==> src/include/cms_pkg.sv <==
package cms_pkg;

  typedef logic [11:0] cms_val_t;

  // register byte addresses
  localparam logic [7:0] CMS_ADDR_CTRL   = 8'h00;
  localparam logic [7:0] CMS_ADDR_TOOTH  = 8'h04;
  localparam logic [7:0] CMS_ADDR_STATUS = 8'h08;
  localparam logic [7:0] CMS_ADDR_PON_THR = 8'h0c;

  // control field positions
  localparam int CMS_CTRL_POL      = 0;
  localparam int CMS_CTRL_HYS_LSB  = 1;
  localparam int CMS_CTRL_OPT_LSB  = 3;
  localparam int CMS_CTRL_BOUNDED  = 5;
  localparam int CMS_CTRL_AUTO_THR = 6;

  // tooth register field positions
  localparam int CMS_TOOTH_POS_LSB   = 0;
  localparam int CMS_TOOTH_MEM_LSB   = 4;
  localparam int CMS_TOOTH_SLOPE_LSB = 8;
  localparam int CMS_TOOTH_LEVEL_LSB = 16;

  // status field positions
  localparam int CMS_STAT_MODE_LSB  = 0;
  localparam int CMS_STAT_TOOTH     = 2;
  localparam int CMS_STAT_OUT       = 3;
  localparam int CMS_STAT_WRITTEN   = 4;
  localparam int CMS_STAT_PEAKS_LSB = 8;
  localparam int CMS_STAT_WDOG_LSB  = 16;

  // reset values of the writable fields
  localparam logic       CMS_RST_POL      = 1'b1;
  localparam logic [1:0] CMS_RST_HYS      = 2'h0;
  localparam logic [1:0] CMS_RST_OPT      = 2'h0;
  localparam logic       CMS_RST_BOUNDED  = 1'b0;
  localparam logic       CMS_RST_AUTO_THR = 1'b1;
  localparam logic [3:0] CMS_RST_POS_N    = 4'h1;
  localparam logic [3:0] CMS_RST_MEM_N    = 4'h1;
  localparam logic [7:0] CMS_RST_SLOPE    = 8'h00;
  localparam logic [7:0] CMS_RST_LEVEL    = 8'h80;

  // hysteresis select codes and fractions of the span, in 1/256
  localparam logic [1:0] CMS_HYS_15 = 2'h0;
  localparam logic [1:0] CMS_HYS_10 = 2'h1;
  localparam logic [1:0] CMS_HYS_20 = 2'h2;
  localparam logic [1:0] CMS_HYS_30 = 2'h3;
  localparam logic [7:0] CMS_FRAC_15 = 8'h26;
  localparam logic [7:0] CMS_FRAC_10 = 8'h1a;
  localparam logic [7:0] CMS_FRAC_20 = 8'h33;
  localparam logic [7:0] CMS_FRAC_30 = 8'h4d;

  // power-on to running transition options
  localparam logic [1:0] CMS_OPT_RAPID     = 2'h0;
  localparam logic [1:0] CMS_OPT_QUALIFIED = 2'h1;
  localparam logic [1:0] CMS_OPT_MEMORY    = 2'h2;

  localparam logic [3:0] CMS_QUAL_EDGES = 4'h2;
  localparam logic [3:0] CMS_POS_N_MAX  = 4'hd;
  localparam logic [3:0] CMS_MEM_N_MAX  = 4'hc;
  localparam cms_val_t   CMS_STARTUP_HYST = 12'h040;
  localparam cms_val_t   CMS_THR_DELTA    = 12'h080;
  localparam logic [7:0] CMS_LEVEL_MAX    = 8'hf0;
  localparam int         CMS_BOUND_SHIFT  = 2;

  // watchdog stall time
  localparam int CMS_CLK_MHZ      = 200;
  localparam int CMS_WDOG_TIME_MS = 100;
  localparam int CMS_WDOG_CYCLES  = CMS_WDOG_TIME_MS * 1000 * CMS_CLK_MHZ;

  typedef enum logic [1:0] {
    CMS_MODE_POWER_ON = 2'b00,
    CMS_MODE_CALIB    = 2'b01,
    CMS_MODE_RUNNING  = 2'b11
  } cms_mode_t;

  typedef struct packed {
    logic        psel;
    logic        penable;
    logic        pwrite;
    logic [7:0]  paddr;
    logic [31:0] pwdata;
  } cms_apb_req_t;

  typedef struct packed {
    logic     valid;
    cms_val_t value;
  } cms_sample_t;

  typedef struct packed {
    logic     strobe;
    cms_val_t data;
  } cms_nvm_wr_t;

  typedef struct packed {
    logic                  polarity;
    logic [1:0]            hys_sel;
    logic [1:0]            opt;
    logic                  bounded;
    logic                  auto_thr;
    logic [3:0]            pos_n;
    logic [3:0]            mem_n;
    logic [7:0]            slope;
    logic [7:0]            level;
    logic [31:0]           rdata;
    cms_mode_t             mode;
    logic                  tooth;
    logic                  out_pin;
    logic                  first;
    logic                  thr_loaded;
    logic                  thr_written;
    cms_val_t              pon_thr;
    cms_nvm_wr_t           nvm;
    cms_val_t              cur_max;
    cms_val_t              cur_min;
    cms_val_t              po_max;
    cms_val_t              po_min;
    logic [12:0][11:0]     peaks;
    cms_val_t              valley;
    logic [3:0]            peak_cnt;
    logic [3:0]            edge_cnt;
    logic [24:0]           wdog_cnt;
    logic [7:0]            wdog_fires;
  } cms_state_t;

  localparam cms_state_t CMS_STATE_RESET = '{
    polarity: CMS_RST_POL, hys_sel: CMS_RST_HYS, opt: CMS_RST_OPT,
    bounded: CMS_RST_BOUNDED, auto_thr: CMS_RST_AUTO_THR,
    pos_n: CMS_RST_POS_N, mem_n: CMS_RST_MEM_N, slope: CMS_RST_SLOPE,
    level: CMS_RST_LEVEL, mode: CMS_MODE_POWER_ON, first: 1'b1,
    default: '0
  };

endpackage

==> src/cms_mode_sequencer.sv <==
// Behaviour
// - classic fixed switch level used only when slope setting is zero
// - nonzero slope selects dynamic level that follows the signal span
// - hidden hysteresis defaults to 15 percent; 10, 20, 30 selectable
// - hysteresis applies symmetrically to rising and falling transitions
// - after power-on output compares field against power-on threshold
// - power-on mode duration depends on rapid, qualified or memory option
// - rapid: movement beyond startup hysteresis enters calibration mode
// - qualified: at least two output edges before running mode
// - memory: stay for programmed 1..12 teeth before running mode
// - first power-up uses factory threshold held in nonvolatile memory
// - large midpoint difference rewrites threshold into nonvolatile memory
// - calibration switches with continuous previous-tooth threshold update
// - calibration ends when enough peaks fill memory; then running
// - running thresholds from update setting, switch method and hysteresis
// - peak tracking plus stalled output triggers the watchdog
// - watchdog self-resets block back to startup hysteresis mode
// - output polarity selectable low or high opposite a tooth
// - positive peak reference taken from 1..13 teeth earlier
// - continuous valley option uses previous tooth's valley
// - bounded valley option discards large tooth-to-tooth valley jumps
//
// The implementer's own choices: the address map and the APB register port.
`timescale 1ns/1ps
module cms_mode_sequencer
  import cms_pkg::*;
#(
  parameter int WDOG_CYCLES = CMS_WDOG_CYCLES
) (
  input  wire logic         ref_clk,
  input  wire logic         reset,
  input  wire cms_apb_req_t apb_req,
  output logic [31:0]       prdata,
  output logic              pready,
  output logic              pslverr,
  input  wire cms_sample_t  sample,
  input  wire cms_val_t     nvm_pon_thr,
  output cms_nvm_wr_t       nvm_wr,
  output logic              tooth_out
);

  localparam logic [24:0] WDOG_LIMIT = 25'(WDOG_CYCLES - 1);

  function automatic cms_val_t frac_of(input cms_val_t span,
                                       input logic [7:0] frac);
    logic [19:0] prod;
    prod = span * frac;
    return prod[19:8];
  endfunction

  function automatic logic [7:0] hyst_frac(input logic [1:0] sel);
    logic [7:0] f;
    unique case (sel)
      CMS_HYS_10: f = CMS_FRAC_10;
      CMS_HYS_20: f = CMS_FRAC_20;
      CMS_HYS_30: f = CMS_FRAC_30;
      default:    f = CMS_FRAC_15;
    endcase
    return f;
  endfunction

  function automatic cms_val_t sat_diff(input cms_val_t a,
                                        input cms_val_t b);
    return (a > b) ? cms_val_t'(a - b) : '0;
  endfunction

  function automatic logic [3:0] clamp_n(input logic [3:0] v,
                                         input logic [3:0] hi);
    if (v == 4'h0) begin
      return 4'h1;
    end
    return (v > hi) ? hi : v;
  endfunction

  cms_state_t  r;
  cms_state_t  n;
  logic        wr_en;
  logic        rd_setup;
  logic        mapped;
  cms_val_t    s;
  cms_val_t    pk_ref;
  cms_val_t    span;
  cms_val_t    thr;
  cms_val_t    half_hys;
  cms_val_t    rise_thr;
  cms_val_t    fall_thr;
  cms_val_t    mid;
  cms_val_t    new_valley;
  cms_val_t    dyn_add;
  logic [8:0]  lvl_sum;
  logic [7:0]  level_use;
  logic        rise_edge;
  logic        fall_edge;
  logic        moving;
  logic        wdog_fire;
  logic [3:0]  pk_idx;

  always_comb begin
    mapped = (apb_req.paddr == CMS_ADDR_CTRL)
          || (apb_req.paddr == CMS_ADDR_TOOTH)
          || (apb_req.paddr == CMS_ADDR_STATUS)
          || (apb_req.paddr == CMS_ADDR_PON_THR);
  end

  // no wait states: read data is latched in the setup cycle
  assign pready  = apb_req.psel & apb_req.penable;
  assign pslverr = pready & ~mapped;
  assign prdata  = r.rdata;
  assign nvm_wr  = r.nvm;
  assign tooth_out = r.out_pin;

  always_comb begin
    n = r;
    wr_en    = pready & apb_req.pwrite & mapped;
    rd_setup = apb_req.psel & ~apb_req.penable & ~apb_req.pwrite;
    s        = sample.value;
    n.nvm.strobe = 1'b0;

    // register writes steer the sequencer
    if (wr_en && apb_req.paddr == CMS_ADDR_CTRL) begin
      n.polarity = apb_req.pwdata[CMS_CTRL_POL];
      n.hys_sel  = apb_req.pwdata[CMS_CTRL_HYS_LSB +: 2];
      n.opt      = apb_req.pwdata[CMS_CTRL_OPT_LSB +: 2];
      n.bounded  = apb_req.pwdata[CMS_CTRL_BOUNDED];
      n.auto_thr = apb_req.pwdata[CMS_CTRL_AUTO_THR];
    end
    if (wr_en && apb_req.paddr == CMS_ADDR_TOOTH) begin
      n.pos_n = clamp_n(apb_req.pwdata[CMS_TOOTH_POS_LSB +: 4],
                        CMS_POS_N_MAX);
      n.mem_n = clamp_n(apb_req.pwdata[CMS_TOOTH_MEM_LSB +: 4],
                        CMS_MEM_N_MAX);
      n.slope = apb_req.pwdata[CMS_TOOTH_SLOPE_LSB +: 8];
      n.level = apb_req.pwdata[CMS_TOOTH_LEVEL_LSB +: 8];
    end

    n.rdata = r.rdata;
    if (rd_setup) begin
      n.rdata = '0;
      unique case (apb_req.paddr)
        CMS_ADDR_CTRL: begin
          n.rdata[CMS_CTRL_POL]          = r.polarity;
          n.rdata[CMS_CTRL_HYS_LSB +: 2] = r.hys_sel;
          n.rdata[CMS_CTRL_OPT_LSB +: 2] = r.opt;
          n.rdata[CMS_CTRL_BOUNDED]      = r.bounded;
          n.rdata[CMS_CTRL_AUTO_THR]     = r.auto_thr;
        end
        CMS_ADDR_TOOTH: begin
          n.rdata[CMS_TOOTH_POS_LSB +: 4]   = r.pos_n;
          n.rdata[CMS_TOOTH_MEM_LSB +: 4]   = r.mem_n;
          n.rdata[CMS_TOOTH_SLOPE_LSB +: 8] = r.slope;
          n.rdata[CMS_TOOTH_LEVEL_LSB +: 8] = r.level;
        end
        CMS_ADDR_STATUS: begin
          n.rdata[CMS_STAT_MODE_LSB +: 2]  = r.mode;
          n.rdata[CMS_STAT_TOOTH]          = r.tooth;
          n.rdata[CMS_STAT_OUT]            = r.out_pin;
          n.rdata[CMS_STAT_WRITTEN]        = r.thr_written;
          n.rdata[CMS_STAT_PEAKS_LSB +: 4] = r.peak_cnt;
          n.rdata[CMS_STAT_WDOG_LSB +: 8]  = r.wdog_fires;
        end
        CMS_ADDR_PON_THR: n.rdata[11:0] = r.pon_thr;
        default:      n.rdata = '0;
      endcase
    end

    // factory threshold captured once after reset release
    if (!r.thr_loaded) begin
      n.pon_thr    = nvm_pon_thr;
      n.thr_loaded = 1'b1;
    end

    // calibration always refers to the previous tooth
    pk_idx = (r.mode == CMS_MODE_RUNNING) ? 4'(r.pos_n - 4'h1) : 4'h0;
    pk_ref = r.peaks[pk_idx];
    span   = sat_diff(pk_ref, r.valley);

    // a nonzero slope pulls the level with the span, i.e. the air gap
    dyn_add = frac_of({4'h0, span[11:4]}, r.slope);
    lvl_sum = {1'b0, r.level} + {1'b0, dyn_add[7:0]};
    if (r.slope == 8'h00) begin
      level_use = r.level;
    end else if (lvl_sum > {1'b0, CMS_LEVEL_MAX}) begin
      level_use = CMS_LEVEL_MAX;
    end else begin
      level_use = lvl_sum[7:0];
    end

    thr      = cms_val_t'(r.valley + frac_of(span, level_use));
    half_hys = frac_of(span, hyst_frac(r.hys_sel)) >> 1;
    if (r.mode == CMS_MODE_POWER_ON) begin
      thr      = r.pon_thr;
      half_hys = CMS_STARTUP_HYST >> 1;
    end
    rise_thr = (thr > ~half_hys) ? '1 : cms_val_t'(thr + half_hys);
    fall_thr = sat_diff(thr, half_hys);

    rise_edge = 1'b0;
    fall_edge = 1'b0;
    wdog_fire = 1'b0;
    moving    = sat_diff(r.cur_max, r.cur_min) > CMS_STARTUP_HYST;

    if (sample.valid) begin
      n.cur_max = (s > r.cur_max) ? s : r.cur_max;
      n.cur_min = (s < r.cur_min) ? s : r.cur_min;
      n.po_max  = (s > r.po_max) ? s : r.po_max;
      n.po_min  = (s < r.po_min) ? s : r.po_min;
      if (r.first) begin
        n.first   = 1'b0;
        n.tooth   = s > r.pon_thr;
        n.cur_max = s;
        n.cur_min = s;
        n.po_max  = s;
        n.po_min  = s;
      end else if (!r.tooth && s > rise_thr) begin
        rise_edge = 1'b1;
        n.tooth   = 1'b1;
      end else if (r.tooth && s < fall_thr) begin
        fall_edge = 1'b1;
        n.tooth   = 1'b0;
      end
    end

    if (rise_edge || fall_edge) begin
      n.cur_max  = s;
      n.cur_min  = s;
      n.wdog_cnt = '0;
      n.edge_cnt = (r.edge_cnt == 4'hf) ? r.edge_cnt : 4'(r.edge_cnt + 4'h1);
    end else if (r.mode != CMS_MODE_POWER_ON && r.wdog_cnt != WDOG_LIMIT) begin
      n.wdog_cnt = 25'(r.wdog_cnt + 25'h1);
    end

    // valley ends on a rising edge; bounded mode rejects large jumps
    new_valley = r.cur_min;
    if (rise_edge) begin
      if (r.bounded && r.mode == CMS_MODE_RUNNING
          && ((new_valley > r.valley ? new_valley - r.valley
                                     : r.valley - new_valley)
              > (span >> CMS_BOUND_SHIFT))) begin
        n.valley = r.valley;
      end else begin
        n.valley = new_valley;
      end
    end
    if (fall_edge) begin
      n.peaks    = {r.peaks[11:0], r.cur_max};
      n.peak_cnt = (r.peak_cnt == 4'hf) ? r.peak_cnt
                                        : 4'(r.peak_cnt + 4'h1);
    end

    unique case (r.mode)
      CMS_MODE_POWER_ON: begin
        if (r.opt == CMS_OPT_QUALIFIED) begin
          if (n.edge_cnt >= CMS_QUAL_EDGES) begin
            n.mode = CMS_MODE_RUNNING;
          end
        end else if (r.opt == CMS_OPT_MEMORY) begin
          if (n.peak_cnt >= r.mem_n) begin
            n.mode = CMS_MODE_RUNNING;
          end
        end else if (!r.first
                     && sat_diff(n.po_max, n.po_min) > CMS_STARTUP_HYST) begin
          n.mode     = CMS_MODE_CALIB;
          n.peak_cnt = '0;
        end
        if (n.mode != CMS_MODE_POWER_ON) begin
          // seed the trackers with what power-on already saw
          n.wdog_cnt = '0;
          if (r.peak_cnt == 4'h0 && !fall_edge) begin
            n.peaks[0] = n.po_max;
          end
          if (!rise_edge) begin
            n.valley = n.po_min;
          end
        end
      end
      CMS_MODE_CALIB: begin
        if (n.peak_cnt >= r.pos_n) begin
          n.mode = CMS_MODE_RUNNING;
        end
      end
      CMS_MODE_RUNNING: begin
        n.mode = CMS_MODE_RUNNING;
      end
    endcase

    // learn the installed air gap once running starts; the seeded
    // trackers, not the stale registers, hold the signal midpoint here
    mid = cms_val_t'(n.valley + (sat_diff(n.peaks[0], n.valley) >> 1));
    if (r.mode != CMS_MODE_RUNNING && n.mode == CMS_MODE_RUNNING
        && r.auto_thr && !r.thr_written
        && ((mid > r.pon_thr ? mid - r.pon_thr : r.pon_thr - mid)
            > CMS_THR_DELTA)) begin
      n.pon_thr     = mid;
      n.thr_written = 1'b1;
      n.nvm.strobe  = 1'b1;
      n.nvm.data    = mid;
    end

    // stalled output with live movement: restart from startup hysteresis
    if (r.mode != CMS_MODE_POWER_ON && r.wdog_cnt == WDOG_LIMIT
        && moving) begin
      wdog_fire = 1'b1;
    end
    if (wdog_fire) begin
      n.mode       = CMS_MODE_POWER_ON;
      n.wdog_cnt   = '0;
      n.edge_cnt   = '0;
      n.peak_cnt   = '0;
      n.po_max     = s;
      n.po_min     = s;
      n.cur_max    = s;
      n.cur_min    = s;
      n.wdog_fires = (r.wdog_fires == 8'hff) ? r.wdog_fires
                                             : 8'(r.wdog_fires + 8'h1);
    end

    n.out_pin = r.polarity ? n.tooth : ~n.tooth;
  end

  always_ff @(posedge ref_clk or posedge reset) begin
    if (reset) begin
      r <= CMS_STATE_RESET;
    end else begin
      r <= n;
    end
  end

endmodule

==> config.mk <==
export PLATFORM = sky130hd
export DESIGN_NAME = cms_mode_sequencer
export DESIGN_NICKNAME = d
export VERILOG_FILES = /design/src/include/cms_pkg.sv /design/src/cms_mode_sequencer.sv
export SDC_FILE = /design/constraint.sdc
export NUM_CORES = 2
export LEC_CHECK = 0
export ABC_AREA = 1
export BUFFER_PORTS_ARGS = -buffer_cell sky130_fd_sc_hd__clkbuf_2
export CORE_AREA = 8 8 252 254
export DETAILED_ROUTE_END_ITERATION = 10
export DIE_AREA = 0 0 260 262
export GPL_TIMING_DRIVEN = 0
export HOLD_SLACK_MARGIN = 0.02
export PLACE_DENSITY = 0.76
export SYNTH_ARGS = -nofsm -noshare
export SYNTH_HDL_FRONTEND = slang
export SYNTH_SLANG_ARGS = --single-unit
==> constraint.sdc <==
create_clock -name ref_clk -period 39 [get_ports ref_clk]
set_input_delay 1.95 -clock ref_clk [delete_from_list [all_inputs] [get_ports ref_clk]]
set_output_delay 1.95 -clock ref_clk [all_outputs]
set_load 0.1 [all_outputs]
* Word level (Yosys, flattened, before mapping)
Index checks and enable logic that the tools add are counted.
** Operators by class
- Order comparisons :: 26
- Reductions and logical operators :: 37
- Equal/unequal tests :: 18
- Bitwise operators :: 12
- Mux-type cells :: 84
- $add $sub $neg :: 18
- $mul :: 3
** Operators with widths (count)
- $mux W12 :: 20
- $gt A12 B12 Y1 :: 12
- $mux W48 :: 3
- $mux W25 :: 5
- $sub A12 B12 Y12 :: 9
- $mux W4 :: 15
- $bmux W12 S4 :: 1
- $mux W24 :: 2
- $mux W41 :: 1
- $mul A12 B8 Y20 :: 2
- $lt A12 B12 Y1 :: 3
- $mux W28 :: 1
- $add A25 B1 Y25 const B :: 1
- $eq A25 B25 Y1 const B :: 1
- $ne A25 B25 Y1 const B :: 1
- $add A12 B12 Y12 :: 2
- $gt A12 B7 Y1 const B :: 2
- $mux W8 :: 3
- $pmux W7 S3 :: 1
- $pmux W5 S4 :: 1
- $mux W1 :: 17
- $eq A8 B4 Y1 const B :: 2
- $logic_not A8 Y1 :: 2
- $mul A8 B8 Y16 :: 1
- other kinds (37) :: 90
** Storage, ports and cells
- Register bits :: 344
- Output and inout bits :: 48
- Logic and storage cells :: 239

* Logic depth before layout (Yosys ltp)
- Depth in word-level cells :: 39
- Depth in mapped cells :: 176

* Worst setup path before layout
Ideal clock, no wire load.
- Path type :: reg-to-reg
- From :: reg r[341] in the netlist's numbering
- To :: reg r[271] in the netlist's numbering
- Path slack :: 13.367 ns
- Clock period less this slack :: 25.633 ns
- Library setup time :: 0.069 ns
- Cell stages (with the launch flop) :: 163
- Data arrival time :: 25.564 ns
- Data required time :: 38.931 ns
- Path through :: dfstp_2 -> clkinv_1 -> clkbuf_1 -> ha_1 -> nor2_1 -> inv_1 -> clkbuf_1 -> buf_1 -> a21oi_1 -> o21ai_0 -> nand3_1 -> nand3_1 -> nand2_1 -> inv_1 -> ha_1 -> nand2_1 -> nor2_1 -> a211oi_1 -> (+127 left out) -> a221oi_1 -> o21ai_0 -> nand2_1 -> clkbuf_1 -> mux2i_1 -> o221ai_1 -> inv_1 -> o221ai_1 -> a221oi_1 -> xnor2_1 -> a311o_1 -> nor2_1 -> nand2_2 -> nand2_2 -> buf_6 -> buf_6 -> nand3_2 -> nand3_1
** RTL lines
- start, declared :: line cms_mode_sequencer.sv:75 : cms_state_t r;
- start signal, assigned :: line cms_mode_sequencer.sv:324 : r <= n;

==> reports/results.tsv <==
stage	metric	value	unit
outcome	status	finished clean	
placement	DP HPWL	76300	um
synthesis	post-synth cell types	62	
critical_path	RR Endpoint	r[271]$_DFFE_PP0P_	
clock_network	Reg clk slew, reported paths	0.07	ns
routing	Detailed Routing Iterations Pass 1	7	
critical_path	launch point of the worst reg-to-reg path	r[341]$_DFFE_PP1P_	
synthesis	Mapped Cells	4330	
grt	vias in the first global route	28800	
clock_network	H-tree depth	2	
die	core area	59600	um2
clock_network	post-CTS setup buffer count	0	
synthesis	Syn. warnings	0	
critical_path	kind of critical path	reg2reg	
synthesis	most frequent cell after synthesis	nand2_1	
clock_network	Longest Clk Path Bufs	3	
grt	initial antenna violation count	0	
cells_and_area	Area growth syn-to-layout	9.30	%
routing	wirelength, routed	96800	um
synthesis	Avg Cell Area, Syn	7.45	um2
synthesis	register area share after synthesis	26.7	%
hold_path	hold endpoint	r[282]$_DFFE_PP0P_	
flow_run	# Max-Cap Violations	0	
sta	hold slack final	0.471	ns
critical_path	crit path buf inv count	31	
critical_path	Top delay family on crit path	adder cells	
sta	period utilisation layout	86.4	%
synthesis	FF+latch count, synth	344	
placement	I/O Buffers	101	
grt	total gr overflow	0	
critical_path	CP max FO	10	
sta	Max Slew Vio Count	0	
sta	final setup TNS	0	ns
clock_network	CTS tree	done	
sta	Slew headroom	12.2	%
synthesis	Post-synth EDFFs	0	
synthesis	Yosys top cell area share	26.2	%
critical_path	reg-to-reg slack, setup	5.29	ns
sta	unrepaired setup endpoints after global routing	false	
synthesis	Netlist Area Pre-Place	32200	um2
cells_and_area	Layout Nets	5076	
critical_path	CP peak stage delay	0.70	ns
die	Die Wd	260	um
grt	global-route wire length before repair	154000	um
clock_network	Clock Latency Late Sink	0.59	ns
sta	setup violators final	0	
routing	DRC	0	
grt	total track usage	28.3	%
cells_and_area	final cell count without fillers	5298	
routing	mean routed wirelength per cell	18.3	um
clock_network	root buffer cell	clkbuf_16	
routing	1st-iter DRT viols	3158	
hold_path	hold_sp	r[282]$_DFFE_PP0P_	
clock_network	Num Clock Sinks	344	
synthesis	synth top area cells	dfrtp_1 26%, ha_1 14%, nand2_1 11%	
synthesis	synth cell count leaders	973 x nand2_1, 652 x inv_1, 399 x o21ai_0	
placement	routability cong.	1.01	
critical_path	reg2reg path depth	164	
critical_path	worst-path cell with the longest stage delay	buf_1	
critical_path	WP data required	39.50	ns
critical_path	worst path arrival time	34.21	ns
routing	post-route ant nets	0	
routing	vias per cell	5.62	
die	Top Ports	118	
placement	DP Cell Count	5223	
sta	Period minus WS final	33.71	ns
cells_and_area	layout cells sized above 1	6.55	%
critical_path	Startpoint Class	flop	
die	die height	262	um
sta	final hold vios	0	
hold_path	Hold/Removal Path Class	reg2reg	
clock_network	# hold bufs at CTS	0	
sta	Fmax	29.7	MHz
clock_network	CTS buffer count	41	
die	Rows	90	
hold_path	hold depth	2	
die	Starting Density	54.1	%
synthesis	top cell type by total area after synthesis	dfrtp_1	
clock_network	cts repair resizes	0	
routing	via count	29800	
cells_and_area	Antenna Cells	0	
grt	largest net degree at the start of global routing	125	
die	die area	68100	um2
critical_path	Critical Path Most Common Cell	nand2_1	
synthesis	Async SR Flop Fraction	100	%
sta	skew final	0.0350	ns
synthesis	main flop type after synthesis	dfrtp_1	
critical_path	CP Capture Type	flop	
sta	Slew @ Worst Pin	1.28	ns
==> worst max path at each step <==
| stage | cells past startpoint | end | start |
|---|---|---|---|
| after floorplan | 162 | r[271]$_DFFE_PP0P_ | r[341]$_DFFE_PP1P_ |
| after global placement | 164 | r[270]$_DFFE_PP0P_ | r[341]$_DFFE_PP1P_ |
| after detailed placement | 164 | r[271]$_DFFE_PP0P_ | r[341]$_DFFE_PP1P_ |
| after CTS | 164 | r[271]$_DFFE_PP0P_ | r[341]$_DFFE_PP1P_ |
| after global routing | 164 | r[271]$_DFFE_PP0P_ | r[341]$_DFFE_PP1P_ |
| final | 164 | r[271]$_DFFE_PP0P_ | r[341]$_DFFE_PP1P_ |
==> layout make-up <==
type                            instances  area [um2]
Inverter                              684        2570
Buffer                                178         877
Sequential cell                       344        8620
Clock inverter                         12         179
Timing Repair Buffer                  104         572
Multi-Input combinational cell       3131       20200
Tap cell                              782         978
Clock buffer                           63        1220
Fill cell                            5453       24300
==> sequential cells by signal, summed over array words and instances, names as in the netlist <==
signal	count
prdata	24
new_valley	12
tooth_out	1
r	294
nvm_wr	13
==> metrics by stage <==
stage | worst slack (ns) | area (um2) | utilization [%]
floorplan | 13.37 | 32300 | -
global placement | 6.23 | 33800 | 56.7
detailed placement | 5.88 | 33800 | 56.8
CTS | 5.80 | 35200 | 59.1
global route | 2.65 | 35200 | 59.2
finish | 5.29 | 35200 | 59.2
==> worst register-to-register path: cells and delay by family, from the launching register on <==
kind	cells	cell delay [ns]
AO/OA/AOI/OAI	41	8.35
XOR/XNOR	4	0.86
adder cells (fa/ha/maj)	20	8.36
buffers and inverters	31	7.12
flip-flops	1	0.68
multiplexers	1	0.32
AND/OR/NAND/NOR	67	7.91
==> metal layers <==
layer / up-vias / global-route usage [%] / share of wire (%)
met5: - / 0 / 0
li1: 14300 / - / -
met2: 1247 / 44.0 / 44
met3: 243 / 4.76 / 8.6
met4: 0 / 11.2 / 4.3
met1: 14000 / 39.2 / 43
==> logic make-up (layout without fill, tap and decap cells) <==
group	Yosys count	in the layout	share of synthesized area (%)
XOR/XNOR	101	101	2.74
AND/OR/NAND/NOR	1684	1684	21.8
other	2	9	0.0233
AO/OA/AOI/OAI	807	807	13.9
buffers and inverters	862	1041	10.7
adder cells (fa/ha/maj)	522	522	23.9
multiplexers	8	8	0.256
flip-flops	344	344	26.7
==> layout by cell type, fill, tap and decap left out, types with 29 or more instances in the layout <==
master / count
nand2_1: 973
inv_1: 651
o21ai_0: 399
ha_1: 367
nor2_1: 361
dfrtp_1: 338
a21oi_1: 231
nand3_1: 163
fa_1: 155
clkbuf_1: 125
clkbuf_2: 101
xor2_1: 65
nand4_1: 48
buf_4: 48
nor3_1: 47
clkbuf_16: 42
xnor2_1: 36
o211ai_1: 29
Power is not shown: default switching activity piles up to over one toggle a cycle in this logic, so the estimate is an artifact.
